--- src/design/isal_pkg.sv ---
// Constants shared by the ISA address and data lane logic
package isal_pkg;
	localparam int CLK_MHZ = 10;
	// Address setup ahead of a command strobe, strobe width, recovery (ns)
	localparam int ADDR_NS = 300;
	localparam int CMD_NS = 500;
	localparam int RECOV_NS = 200;
	localparam logic [3:0] ADDR_CYC = 4'((ADDR_NS * CLK_MHZ + 999) / 1000);
	localparam logic [3:0] CMD_CYC = 4'((CMD_NS * CLK_MHZ + 999) / 1000);
	localparam logic [3:0] RECOV_CYC = 4'((RECOV_NS * CLK_MHZ + 999) / 1000);
	localparam int ADDR_W = 24;
	localparam int SMALL_LSB = 20;
	localparam logic [3:0] SMALL_TOP = 4'h0;
	localparam logic [3:0] BE_NONE = 4'h0;
	localparam logic [31:0] RDATA_RST = 32'h00000000;
	typedef enum logic [3:0] {
		ISAL_IDLE = 4'b0001,
		ISAL_ADDR = 4'b0010,
		ISAL_CMD = 4'b0100,
		ISAL_RECOV = 4'b1000
	} isal_state_t;
endpackage : isal_pkg

--- src/design/isal_lane_if.sv ---
// Carrier between the lane sequencer and the lane steering logic
`timescale 1ns/1ns
`default_nettype none
interface isal_lane_if;
	logic [1:0] idx;
	logic word;
	logic is16;
	logic [31:0] wdata;
	logic [15:0] sd_in;
	logic [15:0] wr_lanes;
	logic [7:0] rd_lo;
	logic [7:0] rd_hi;
	modport seq (output idx, word, is16, wdata, sd_in, input wr_lanes, rd_lo, rd_hi);
	modport steer (input idx, word, is16, wdata, sd_in, output wr_lanes, rd_lo, rd_hi);
endinterface : isal_lane_if
`default_nettype wire

--- src/design/isal_lane_steer.sv ---
// Byte lane steering between the 32-bit CPU word and the 16-bit ISA data bus
`timescale 1ns/1ns
`default_nettype none
module isal_lane_steer (
	isal_lane_if.steer ln
);
	logic [7:0] byte_sel;
	logic [7:0] byte_up;

	always_comb
	begin
		byte_sel = ln.wdata[8 * ln.idx +: 8];
		byte_up = ln.wdata[8 * {ln.idx[1], 1'b1} +: 8];
		// Word at an even address; single bytes appear on both lanes
		if (ln.word)
		begin
			ln.wr_lanes = {byte_up, byte_sel};
		end
		else
		begin
			ln.wr_lanes = {byte_sel, byte_sel};
		end
		ln.rd_hi = ln.sd_in[15:8];
		// A 16-bit device returns an odd byte on the upper lane, an 8-bit one on the low lane
		if (!ln.word && ln.is16 && ln.idx[0])
		begin
			ln.rd_lo = ln.sd_in[15:8];
		end
		else
		begin
			ln.rd_lo = ln.sd_in[7:0];
		end
	end
endmodule : isal_lane_steer
`default_nettype wire

--- src/design/isal_lanes.sv ---
// ISA address, byte-lane and data-lane sequencer for CPU accesses
`timescale 1ns/1ns
`default_nettype none
module isal_lanes (
	input wire logic sys_clk,
	input wire logic rstn,
	input wire logic cpu_start,
	input wire logic cpu_write,
	input wire logic cpu_mem,
	input wire logic [23:2] cpu_addr,
	input wire logic [3:0] cpu_byte_enables,
	input wire logic [31:0] cpu_wdata,
	output logic cpu_busy,
	output logic cpu_done,
	output logic [31:0] cpu_rdata,
	output logic [23:0] isa_addr,
	output logic sbhe_n,
	output logic [15:0] sd_o,
	output logic sd_oe,
	input wire logic [15:0] sd_i,
	output logic memr_n,
	output logic memw_n,
	output logic smemr_n,
	output logic smemw_n,
	output logic ior_n,
	output logic iow_n,
	input wire logic iocs16_n,
	input wire logic memcs16_n,
	input wire logic iochrdy
);
	isal_pkg::isal_state_t state_r;
	logic [3:0] cnt_r;
	logic [3:0] rem_r;
	logic write_r;
	logic mem_r;
	logic [31:0] wdata_r;
	logic [1:0] idx_r;
	logic word_try_r;
	logic word_r;
	logic is16_r;
	logic [15:0] sd_m_r;
	logic [15:0] sd_s_r;
	logic [2:0] pin_m_r;
	logic [2:0] pin_s_r;
	logic [1:0] idx_nxt;
	logic word_try_nxt;
	logic cs16_sel;
	logic small_mem;
	logic ready;
	logic [3:0] rem_nxt;
	logic [3:0] done_mask;

	isal_lane_if ln ();
	isal_lane_steer u_steer (
		.ln(ln)
	);

	assign ln.idx = idx_r;
	// Lanes follow the tried word from the address phase so write data settles before the strobe
	assign ln.word = word_try_r;
	assign ln.is16 = is16_r;
	assign ln.wdata = wdata_r;
	assign ln.sd_in = sd_s_r;

	// Pin inputs pass two flip-flops before use
	always_ff @(posedge sys_clk)
	begin
		if (!rstn)
		begin
			pin_m_r <= 3'h7;
			pin_s_r <= 3'h7;
			sd_m_r <= 16'h0000;
			sd_s_r <= 16'h0000;
		end
		else
		begin
			pin_m_r <= {iochrdy, memcs16_n, iocs16_n};
			pin_s_r <= pin_m_r;
			sd_m_r <= sd_i;
			sd_s_r <= sd_m_r;
		end
	end

	// Width request follows the cycle type of this access
	assign cs16_sel = mem_r ? !pin_s_r[1] : !pin_s_r[0];
	assign ready = pin_s_r[2];
	assign small_mem = (isa_addr[isal_pkg::ADDR_W - 1:isal_pkg::SMALL_LSB] == isal_pkg::SMALL_TOP);
	assign cpu_busy = (state_r != isal_pkg::ISAL_IDLE);

	// Lowest enabled byte is next; try a word when its even pair is also enabled
	always_comb
	begin
		rem_nxt = (state_r == isal_pkg::ISAL_IDLE) ? cpu_byte_enables : rem_r;
		idx_nxt = 2'h3;
		if (rem_nxt[0])
			idx_nxt = 2'h0;
		else if (rem_nxt[1])
			idx_nxt = 2'h1;
		else if (rem_nxt[2])
			idx_nxt = 2'h2;
		word_try_nxt = !idx_nxt[0] && rem_nxt[idx_nxt + 2'h1];
		done_mask = 4'h1 << idx_r;
		if (word_r)
			done_mask = done_mask | (4'h2 << idx_r);
	end

	// Sequencer
	always_ff @(posedge sys_clk)
	begin
		if (!rstn)
		begin
			state_r <= isal_pkg::ISAL_IDLE;
			cnt_r <= 4'h0;
			rem_r <= isal_pkg::BE_NONE;
			idx_r <= 2'h0;
			word_try_r <= 1'b0;
			word_r <= 1'b0;
			is16_r <= 1'b0;
			cpu_done <= 1'b0;
		end
		else
		begin
			cpu_done <= 1'b0;
			case (state_r)
				isal_pkg::ISAL_IDLE:
				begin
					if (cpu_start)
					begin
						if (cpu_byte_enables == isal_pkg::BE_NONE)
							cpu_done <= 1'b1;
						else
						begin
							rem_r <= cpu_byte_enables;
							idx_r <= idx_nxt;
							word_try_r <= word_try_nxt;
							word_r <= 1'b0;
							cnt_r <= isal_pkg::ADDR_CYC;
							state_r <= isal_pkg::ISAL_ADDR;
						end
					end
				end
				isal_pkg::ISAL_ADDR:
				begin
					if (cnt_r <= 4'h1)
					begin
						// Width fixed on the edge that asserts the strobe, from the synchronised select
						is16_r <= cs16_sel;
						word_r <= word_try_r && cs16_sel;
						cnt_r <= isal_pkg::CMD_CYC;
						state_r <= isal_pkg::ISAL_CMD;
					end
					else
						cnt_r <= cnt_r - 4'h1;
				end
				isal_pkg::ISAL_CMD:
				begin
					if (cnt_r > 4'h1)
						cnt_r <= cnt_r - 4'h1;
					else if (ready)
					begin
						rem_r <= rem_r & ~done_mask;
						cnt_r <= isal_pkg::RECOV_CYC;
						state_r <= isal_pkg::ISAL_RECOV;
					end
				end
				isal_pkg::ISAL_RECOV:
				begin
					if (cnt_r > 4'h1)
						cnt_r <= cnt_r - 4'h1;
					else if (rem_r == isal_pkg::BE_NONE)
					begin
						cpu_done <= 1'b1;
						state_r <= isal_pkg::ISAL_IDLE;
					end
					else
					begin
						idx_r <= idx_nxt;
						word_try_r <= word_try_nxt;
						word_r <= 1'b0;
						cnt_r <= isal_pkg::ADDR_CYC;
						state_r <= isal_pkg::ISAL_ADDR;
					end
				end
				default:
					state_r <= isal_pkg::ISAL_IDLE;
			endcase
		end
	end

	// Access attributes and upper address held for the whole access; address bits 1:0 move to the next byte in recovery
	always_ff @(posedge sys_clk)
	begin
		if (!rstn)
		begin
			write_r <= 1'b0;
			mem_r <= 1'b0;
			wdata_r <= 32'h00000000;
			isa_addr <= 24'h000000;
		end
		else if (state_r == isal_pkg::ISAL_IDLE && cpu_start)
		begin
			write_r <= cpu_write;
			mem_r <= cpu_mem;
			wdata_r <= cpu_wdata;
			isa_addr <= {cpu_addr, idx_nxt};
		end
		else if (state_r == isal_pkg::ISAL_RECOV && cnt_r <= 4'h1 && rem_r != isal_pkg::BE_NONE)
			isa_addr[1:0] <= idx_nxt;
	end

	// High-byte enable for odd bytes and attempted words, stable through the cycle
	always_ff @(posedge sys_clk)
	begin
		if (!rstn)
			sbhe_n <= 1'b1;
		else if (state_r == isal_pkg::ISAL_IDLE && cpu_start && cpu_byte_enables != isal_pkg::BE_NONE)
			sbhe_n <= !(idx_nxt[0] || word_try_nxt);
		else if (state_r == isal_pkg::ISAL_RECOV && cnt_r <= 4'h1)
			sbhe_n <= (rem_r == isal_pkg::BE_NONE) || !(idx_nxt[0] || word_try_nxt);
	end

	// Command strobes and the small-memory copies
	always_ff @(posedge sys_clk)
	begin
		if (!rstn)
		begin
			memr_n <= 1'b1;
			memw_n <= 1'b1;
			smemr_n <= 1'b1;
			smemw_n <= 1'b1;
			ior_n <= 1'b1;
			iow_n <= 1'b1;
		end
		else
		begin
			memr_n <= 1'b1;
			memw_n <= 1'b1;
			smemr_n <= 1'b1;
			smemw_n <= 1'b1;
			ior_n <= 1'b1;
			iow_n <= 1'b1;
			if ((state_r == isal_pkg::ISAL_ADDR && cnt_r <= 4'h1)
				|| (state_r == isal_pkg::ISAL_CMD && !(cnt_r <= 4'h1 && ready)))
			begin
				memr_n <= !(mem_r && !write_r);
				memw_n <= !(mem_r && write_r);
				smemr_n <= !(mem_r && !write_r && small_mem);
				smemw_n <= !(mem_r && write_r && small_mem);
				ior_n <= !(!mem_r && !write_r);
				iow_n <= !(!mem_r && write_r);
			end
		end
	end

	// Write data driven through address and command phases
	always_ff @(posedge sys_clk)
	begin
		if (!rstn)
		begin
			sd_o <= 16'h0000;
			sd_oe <= 1'b0;
		end
		else
		begin
			sd_o <= ln.wr_lanes;
			sd_oe <= write_r && (state_r == isal_pkg::ISAL_ADDR || state_r == isal_pkg::ISAL_CMD)
				&& !(state_r == isal_pkg::ISAL_CMD && cnt_r <= 4'h1 && ready);
		end
	end

	// Read data captured into its CPU byte lanes at the end of the strobe
	always_ff @(posedge sys_clk)
	begin
		if (!rstn)
			cpu_rdata <= isal_pkg::RDATA_RST;
		else if (state_r == isal_pkg::ISAL_CMD && cnt_r <= 4'h1 && ready && !write_r)
		begin
			cpu_rdata[8 * idx_r +: 8] <= ln.rd_lo;
			if (word_r)
				cpu_rdata[8 * {idx_r[1], 1'b1} +: 8] <= ln.rd_hi;
		end
	end
endmodule : isal_lanes
`default_nettype wire

--- config.mk ---
export PLATFORM = sky130hd
export DESIGN_NAME = isal_lanes
export DESIGN_NICKNAME = d
export VERILOG_FILES = /design/src/design/isal_pkg.sv /design/src/design/isal_lane_if.sv /design/src/design/isal_lane_steer.sv /design/src/design/isal_lanes.sv
export SDC_FILE = /design/constraint.sdc
export NUM_CORES = 1
export LEC_CHECK = 0
export ABC_AREA = 1
export BUFFER_PORTS_ARGS = -buffer_cell sky130_fd_sc_hd__buf_2
export CAP_MARGIN = 5
export CORE_AREA = 2 2 119 121
export DETAILED_ROUTE_END_ITERATION = 12
export DIE_AREA = 0 0 121 123
export PLACE_DENSITY = 0.88
export SYNTH_ARGS = -nofsm -noshare
export SYNTH_HDL_FRONTEND = slang
export SYNTH_SLANG_ARGS = --single-unit
--- constraint.sdc ---
create_clock -name sys_clk -period 2.55 [get_ports sys_clk]
set_input_delay 0 -clock sys_clk [delete_from_list [all_inputs] [get_ports sys_clk]]
set_output_delay 0 -clock sys_clk [all_outputs]
set_load 0.05 [all_outputs]
==> impl_metrics.json, run 1 <==
{
  "achievable-frequency_mhz": 464,
  "cts_max_level": 4,
  "criticalPathCategory": "flip-flop to flip-flop",
  "grt_pass1_wl_microns": 33300,
  "power.share.combinational": 0.222,
  "cts.sinks": 170,
  "worst_vdd_rail_ir_drop_mv": 0.536,
  "drv_cap": 0,
  "postSynthCellCount": 973,
  "boundaryPins": 164,
  "placementRows": 43,
  "insertion_delay_ns": 0.43,
  "grt_util_all_layers": 0.284,
  "synth_area_leader_cell": "dfxtp_1",
  "sequentialPowerShare": 0.428,
  "synth_cell_type_count": 37,
  "timing.clock.skew_ns": 0.00988,
  "fin_nets": 1297,
  "max-slew-margin-rel": 0.352,
  "dr.first_iter.drc_count": 711,
  "drt_drc_violations_left": 0,
  "synth-seq-area-share": 0.476,
  "place.port_buffers": 163,
  "power_per_cell_area_nw_per_um2": 741,
  "worstSetupEndpointType": "flip-flop",
  "synth.ff_latch_count": 170,
  "grt-ovfl-total": 0,
  "worstMarginPinSlew_ns": 0.963,
  "switching_power_total_mw": 2.32,
  "clk_path_buf_depth": 2,
  "power_report.internal_total_mw": 4.67,
  "finalHoldViolCount": 0,
  "clock_tree_from_tritoncts": "built",
  "clock_tree.root_cell": "clkbuf_16",
  "fin_crit_sh": 0.846,
  "dr_total_vias": 7333,
  "die_area_sq_um": 14900,
  "count_of_flip_flops_with_a_built_in_enable_after_synthesis": 0,
  "worstSetupStartpointType": "flip-flop",
  "floorplan.core_area_sq_um": 13600,
  "antenna_found_initial": 2,
  "setup-violations-final": 0,
  "avgSynthCellArea_sq_um": 7.34,
  "synth.area.top_cells": "dfxtp_1 (48%), nand2_1 (13%), nor2_1 (6.7%)",
  "initial_utilization": 0.525,
  "synth_area_sq_um": 7150,
  "die_h_microns": 123,
  "final_layout_size_suffix_gt1_frac": 0.213,
  "fin_setup_tns_ns": 0,
  "finalWeightedCongestion": 0.929,
  "half_perimeter_wire_length_after_detailed_placement_microns": 12400,
  "grt_setup_unrepaired": "no",
  "critPathMaxFanout": 40,
  "crit_required_ns": 2.90,
  "asyncSetResetFlopFracSynth": 0,
  "switching_share": 0.332,
  "ys.warnings.count": 0,
  "total_leakage_power_nw": 4.64,
  "timing.final.crit_period_ns": 2.16,
  "synth.top_cell.area_share": 0.476,
  "final-max-slew-violation-count": 0,
  "status": "finished clean",
  "clkTransAtPathRegs_ns": 0.06,
  "final_wirelength_microns": 21000,
  "number_of_global_route_vias_before_repair": 7086,
  "numCtsBuffers": 17,
  "power_mw": 6.99,
  "area_added_between_synthesis_and_finish_pct": 31.9,
  "grt_start_max_net_pins": 65,
  "detail_route.first_pass.iterations": 7,
  "clock_power_share": 0.350,
  "fp.dieW_microns": 121,
  "drt-vias-per-instance": 5.24,
  "antenna_violating_nets_post_route": 0,
  "cp_data_arrival_time_ns": 2.51,
  "synth_ff_type": "dfxtp_1",
  "wl_per_cell_microns": 15.0,
  "worstHoldPathType": "input pin to flip-flop",
  "syn-num-nets": 1065
}
-- worst max-delay path, cell delays in order, from the launching register on --
cell           delay (ns)
dfxtp_1              0.38
inv_2                0.07
nor2_2               0.11
nand2_2              0.14
nor2_4               0.13
buf_4                0.36
nand3_1              0.13
dlygate4sd3_1        0.58
a21oi_1              0.16
-- state kept, by name (all words and copies together), names as in the netlist, 3 cells and up, named ones only --
register and count:
isa_addr 24, sd_m_r 16, cnt_r 4, state_r 4, ln.sd_in 16, pin_m_r 3, rem_r 4, ln.wdata 32
pin_s_r 3, cpu_rdata 16, sd_o 16
-- kinds of logic after synthesis --
group | share of synthesized area
compound gates | 0.127
buf+inv | 0.0833
flops | 0.476
fa+ha+maj | 0.0175
simple gates | 0.294
mux | 0.00140
-- layer usage --
metal	track usage	wire (microns)
met5	0	0
met4	0.161	1060
met3	0.0720	1490
met2	0.487	10300
met1	0.323	8150
-- timing repair --
item                                   4_1_cts  5_1_grt
buffers inserted                             0        0
hold buffers                                82        0
resized for setup                            0        0
endpoints found under the hold margin       81        0
-- layout make-up --
cell class              count  area [sq um]
fillers                  1051          4190
flip-flops and latches    170          3400
multi-input cells         664          3150
repair buffers            257          1740
clock buffers              18           429
inverters                  95           357
well taps                 180           225
clock inverters            13           121
diodes                      2          5.00
-- through the flow --
stage,setup slack (ns),hold WS (ns),utilization,area (sq um),std cells
after floorplan,0.521,0.0976,-,7150,973
after global placement,0.603,0.182,0.591,8050,1284
after detailed placement,0.548,0.183,0.591,8050,1284
after CTS,0.435,0.0813,0.692,9420,1397
after global routing,0.260,0.105,0.693,9430,1399
final,0.393,0.0890,0.693,9430,1399
-- worst paths after layout --
| kind | slack, ns | end | depth (start not counted) | from |
|---|---|---|---|---|
| worst max-delay path | 0.39 | cpu_done | 8 | state_r[0] |
| worst min-delay path | 0.09 | rem_r[0] | 3 | rstn |
| worst max register to register | 0.39 | cpu_done | 8 | state_r[0] |
| worst min register to register | 0.41 | pin_s_r[2] | 1 | pin_m_r[2] |
-- power by group through the flow --
stage          combinational [mW]  clock, mW  sequential (mW)
3_3_place_gp                 1.37          0             3.03
4_1_cts                      1.50       2.47             2.98
3_5_place_dp                 1.39          0             3.03
6_report                     1.55       2.45             2.99
2_1_floorplan               0.720          0             3.35
5_1_grt                      1.68       2.58             3.00
-- synthesized netlist by cell type (all sizes together), types with 3 or more instances --
master	instances
nand2	264
dfxtp	170
nor2	148
o21ai	105
inv	90
a21oi	66
nand4	31
nand3	24
clkbuf	23
buf	21
ha	10
or2	7
clkinv	5
nor3	3
-- placed cells by master (no fill, tap or decap), types with 3 or more instances in the layout --
cell,count
dfxtp_1,170
o21ai_2,8
nand4_1,30
inv_2,5
dlygate4sd3_1,82
buf_4,11
ha_1,10
nor2_4,3
nand2_1,256
o21ai_1,7
nand2_2,6
a21oi_1,64
clkinv_1,5
clkinvlp_4,4
o21ai_0,90
clkinv_2,3
nor2_1,128
or2_2,7
buf_2,163
inv_1,85
nor2_8,3
nand3_1,23
nor2_2,14
clkbuf_16,17
(Power assumes the default switching activity.)
==> run 2: changes to the inputs <==
clock period = 2.1 ns   (was 2.55 ns; I/O delays follow)
==> run 2 against run 1 <==
Against the previous run: sequential power up 21%; combinational power increased by 24%; setup slack lost 0.21 ns; flip-flop and latch count is the same; routed wire length is 0.28% higher; worst hold slack improved by 0.19 ns; register-to-register slack worse by 0.21 ns; die area is the same; final area increased by 1.0%; global-route usage increased by 0.60 points; clock power increased by 28%; clock-buffer cell count rose by 1.
==> impl_metrics.json, run 2 (same netlist as run 1, synthesis figures left out) <==
{
  "cts_max_level": 4,
  "fp.dieW_microns": 121,
  "grt-ovfl-total": 0,
  "largest_register_ffs": 32,
  "regArea_sq_um": 3400,
  "final-max-slew-violation-count": 0,
  "fill_cells": 1019,
  "finalWeightedCongestion": 0.936,
  "postCtsSetupBuffers": 0,
  "total_leakage_power_nw": 4.69,
  "timing.clock.skew_ns": 0.00980,
  "initial_utilization": 0.525,
  "crit_required_ns": 2.42,
  "drv_cap": 0,
  "antenna_found_initial": 1,
  "grt_start_max_net_pins": 68,
  "criticalPathCategory": "flip-flop to flip-flop",
  "power_per_cell_area_nw_per_um2": 913,
  "layout.cells.most_common": "nand2_1",
  "worstSetupEndpointType": "flip-flop",
  "multi_input_area_sq_um": 3160,
  "drt_drc_violations_left": 0,
  "setup-violations-final": 0,
  "fin_setup_tns_ns": 0,
  "grt_util_all_layers": 0.290,
  "boundaryPins": 164,
  "drt-vias-per-instance": 5.27,
  "fin_nets": 1304,
  "slowest_stage": "dfxtp_1",
  "number_of_global_route_vias_before_repair": 7306,
  "worstMarginPinSlew_ns": 0.617,
  "finalHoldViolCount": 0,
  "status": "finished clean",
  "dr.first_iter.drc_count": 636,
  "floorplan.core_area_sq_um": 13600,
  "clkTransAtPathRegs_ns": 0.06,
  "die_h_microns": 123,
  "grt_pass1_wl_microns": 34100,
  "fin_crit_sh": 0.913,
  "die_area_sq_um": 14900,
  "wl_per_cell_microns": 15.0,
  "place.port_buffers": 163,
  "half_perimeter_wire_length_after_detailed_placement_microns": 12600,
  "worstHoldPathType": "input pin to flip-flop",
  "timing.final.crit_period_ns": 1.92,
  "detail_route.first_pass.iterations": 6,
  "worstSetupStartpointType": "flip-flop",
  "insertion_delay_ns": 0.44,
  "timing.hold.ws_ns": 0.278,
  "achievable-frequency_mhz": 521,
  "dr_total_vias": 7403,
  "numCtsBuffers": 17,
  "clk_path_buf_depth": 2,
  "setup_ws_ns": 0.182,
  "antenna_violating_nets_post_route": 0,
  "placementRows": 43,
  "final_wirelength_microns": 21100,
  "area_added_between_synthesis_and_finish_pct": 33.2,
  "cp_data_arrival_time_ns": 2.24,
  "preCtsSetupSlack_ns": 0.124,
  "clock_tree_from_tritoncts": "built",
  "final_layout_size_suffix_gt1_frac": 0.219,
  "grt_setup_unrepaired": "no",
  "clock_tree.root_cell": "clkbuf_16",
  "cts.sinks": 170,
  "critical-path-max-stage-delay_ns": 0.37,
  "critPathMaxFanout": 6,
  "max-slew-margin-rel": 0.588,
  "worst_vdd_rail_ir_drop_mv": 0.638,
  "most-common-layout-cells": "nand2_1 (256), dfxtp_1 (170), buf_2 (163), nor2_1 (127), o21ai_0 (90)",
  "cell_by_cell_listing_of_the_critical_path": "inv_1 -> ha_1 -> inv_1 -> nand2_1 -> nand2_1 -> nor2_4 -> o21ai_0 -> nand2_1 -> o21ai_0 -> inv_1"
}
==> run 2: cell types whose count changed in the layout (fill, tap and decap cells not counted), sizes merged <==
cell / before / now
buf: 175 / 182
clkinv: 10 / 7
inv: 93 / 95
bufinv: 1 / 2
clkbuf: 18 / 19
clkinvlp: 4 / 3
diode: 2 / 1
==> run 2: final timing paths <==
check                                from  depth (start not counted)          end  slack, ns
worst max-delay path             cnt_r[0]                         10   state_r[1]       0.18
worst min-delay path              sd_i[8]                          4    sd_m_r[8]       0.28
worst max register to register   cnt_r[0]                         10   state_r[1]       0.18
worst min register to register  sd_m_r[9]                          2  ln.sd_in[9]       0.41
==> run 2: layer usage <==
metal | vias up | global-route usage | part of all wire
li1 | 3579 | - | -
met1 | 3347 | 0.331 | 0.39
met2 | 389 | 0.494 | 0.49
met3 | 88 | 0.0696 | 0.072
met4 | 0 | 0.174 | 0.045
met5 | - | 0 | 0
==> run 2: layout make-up <==
type	count	area share
inverters	95	0.0375
flip-flops and latches	170	0.357
diodes	1	0.000263
multi-input cells	664	0.332
repair buffers	264	0.188
well taps	180	0.0237
clock inverters	12	0.0146
clock buffers	19	0.0465
==> run 2: per-stage QoR <==
stage                     std cells  power, mW  area [sq um]  utilization
final                          1405       8.69          9520        0.699
after global routing           1405       9.04          9520        0.699
after CTS                      1404       8.63          9510        0.698
after detailed placement       1291       5.40          8100        0.595
after global placement         1291       5.36          8100        0.595
after floorplan                 973       4.94          7150            -
==> run 2: where the power goes <==
group          total [mW]  internal (mW)  switching [mW]
combinational        1.92          0.567            1.35
clock                3.14           1.79            1.35
sequential           3.63           3.49           0.139
total                8.69           5.85            2.84
==> run 2: worst max-delay path: cells and delay by family (launching register included) <==
| kind | cells | cell delay, ns |
|---|---|---|
| buffers and inverters | 3 | 0.24 |
| AND/OR/NAND/NOR | 4 | 0.59 |
| flip-flops | 1 | 0.37 |
| adder cells (fa/ha/maj) | 1 | 0.24 |
| AO/OA/AOI/OAI | 2 | 0.39 |
==> run 2: repair_timing <==
action	CTS	global route
gates resized for setup	0	3
hold endpoints to repair	82	0
hold buffers	82	0
setup endpoints to repair	0	7
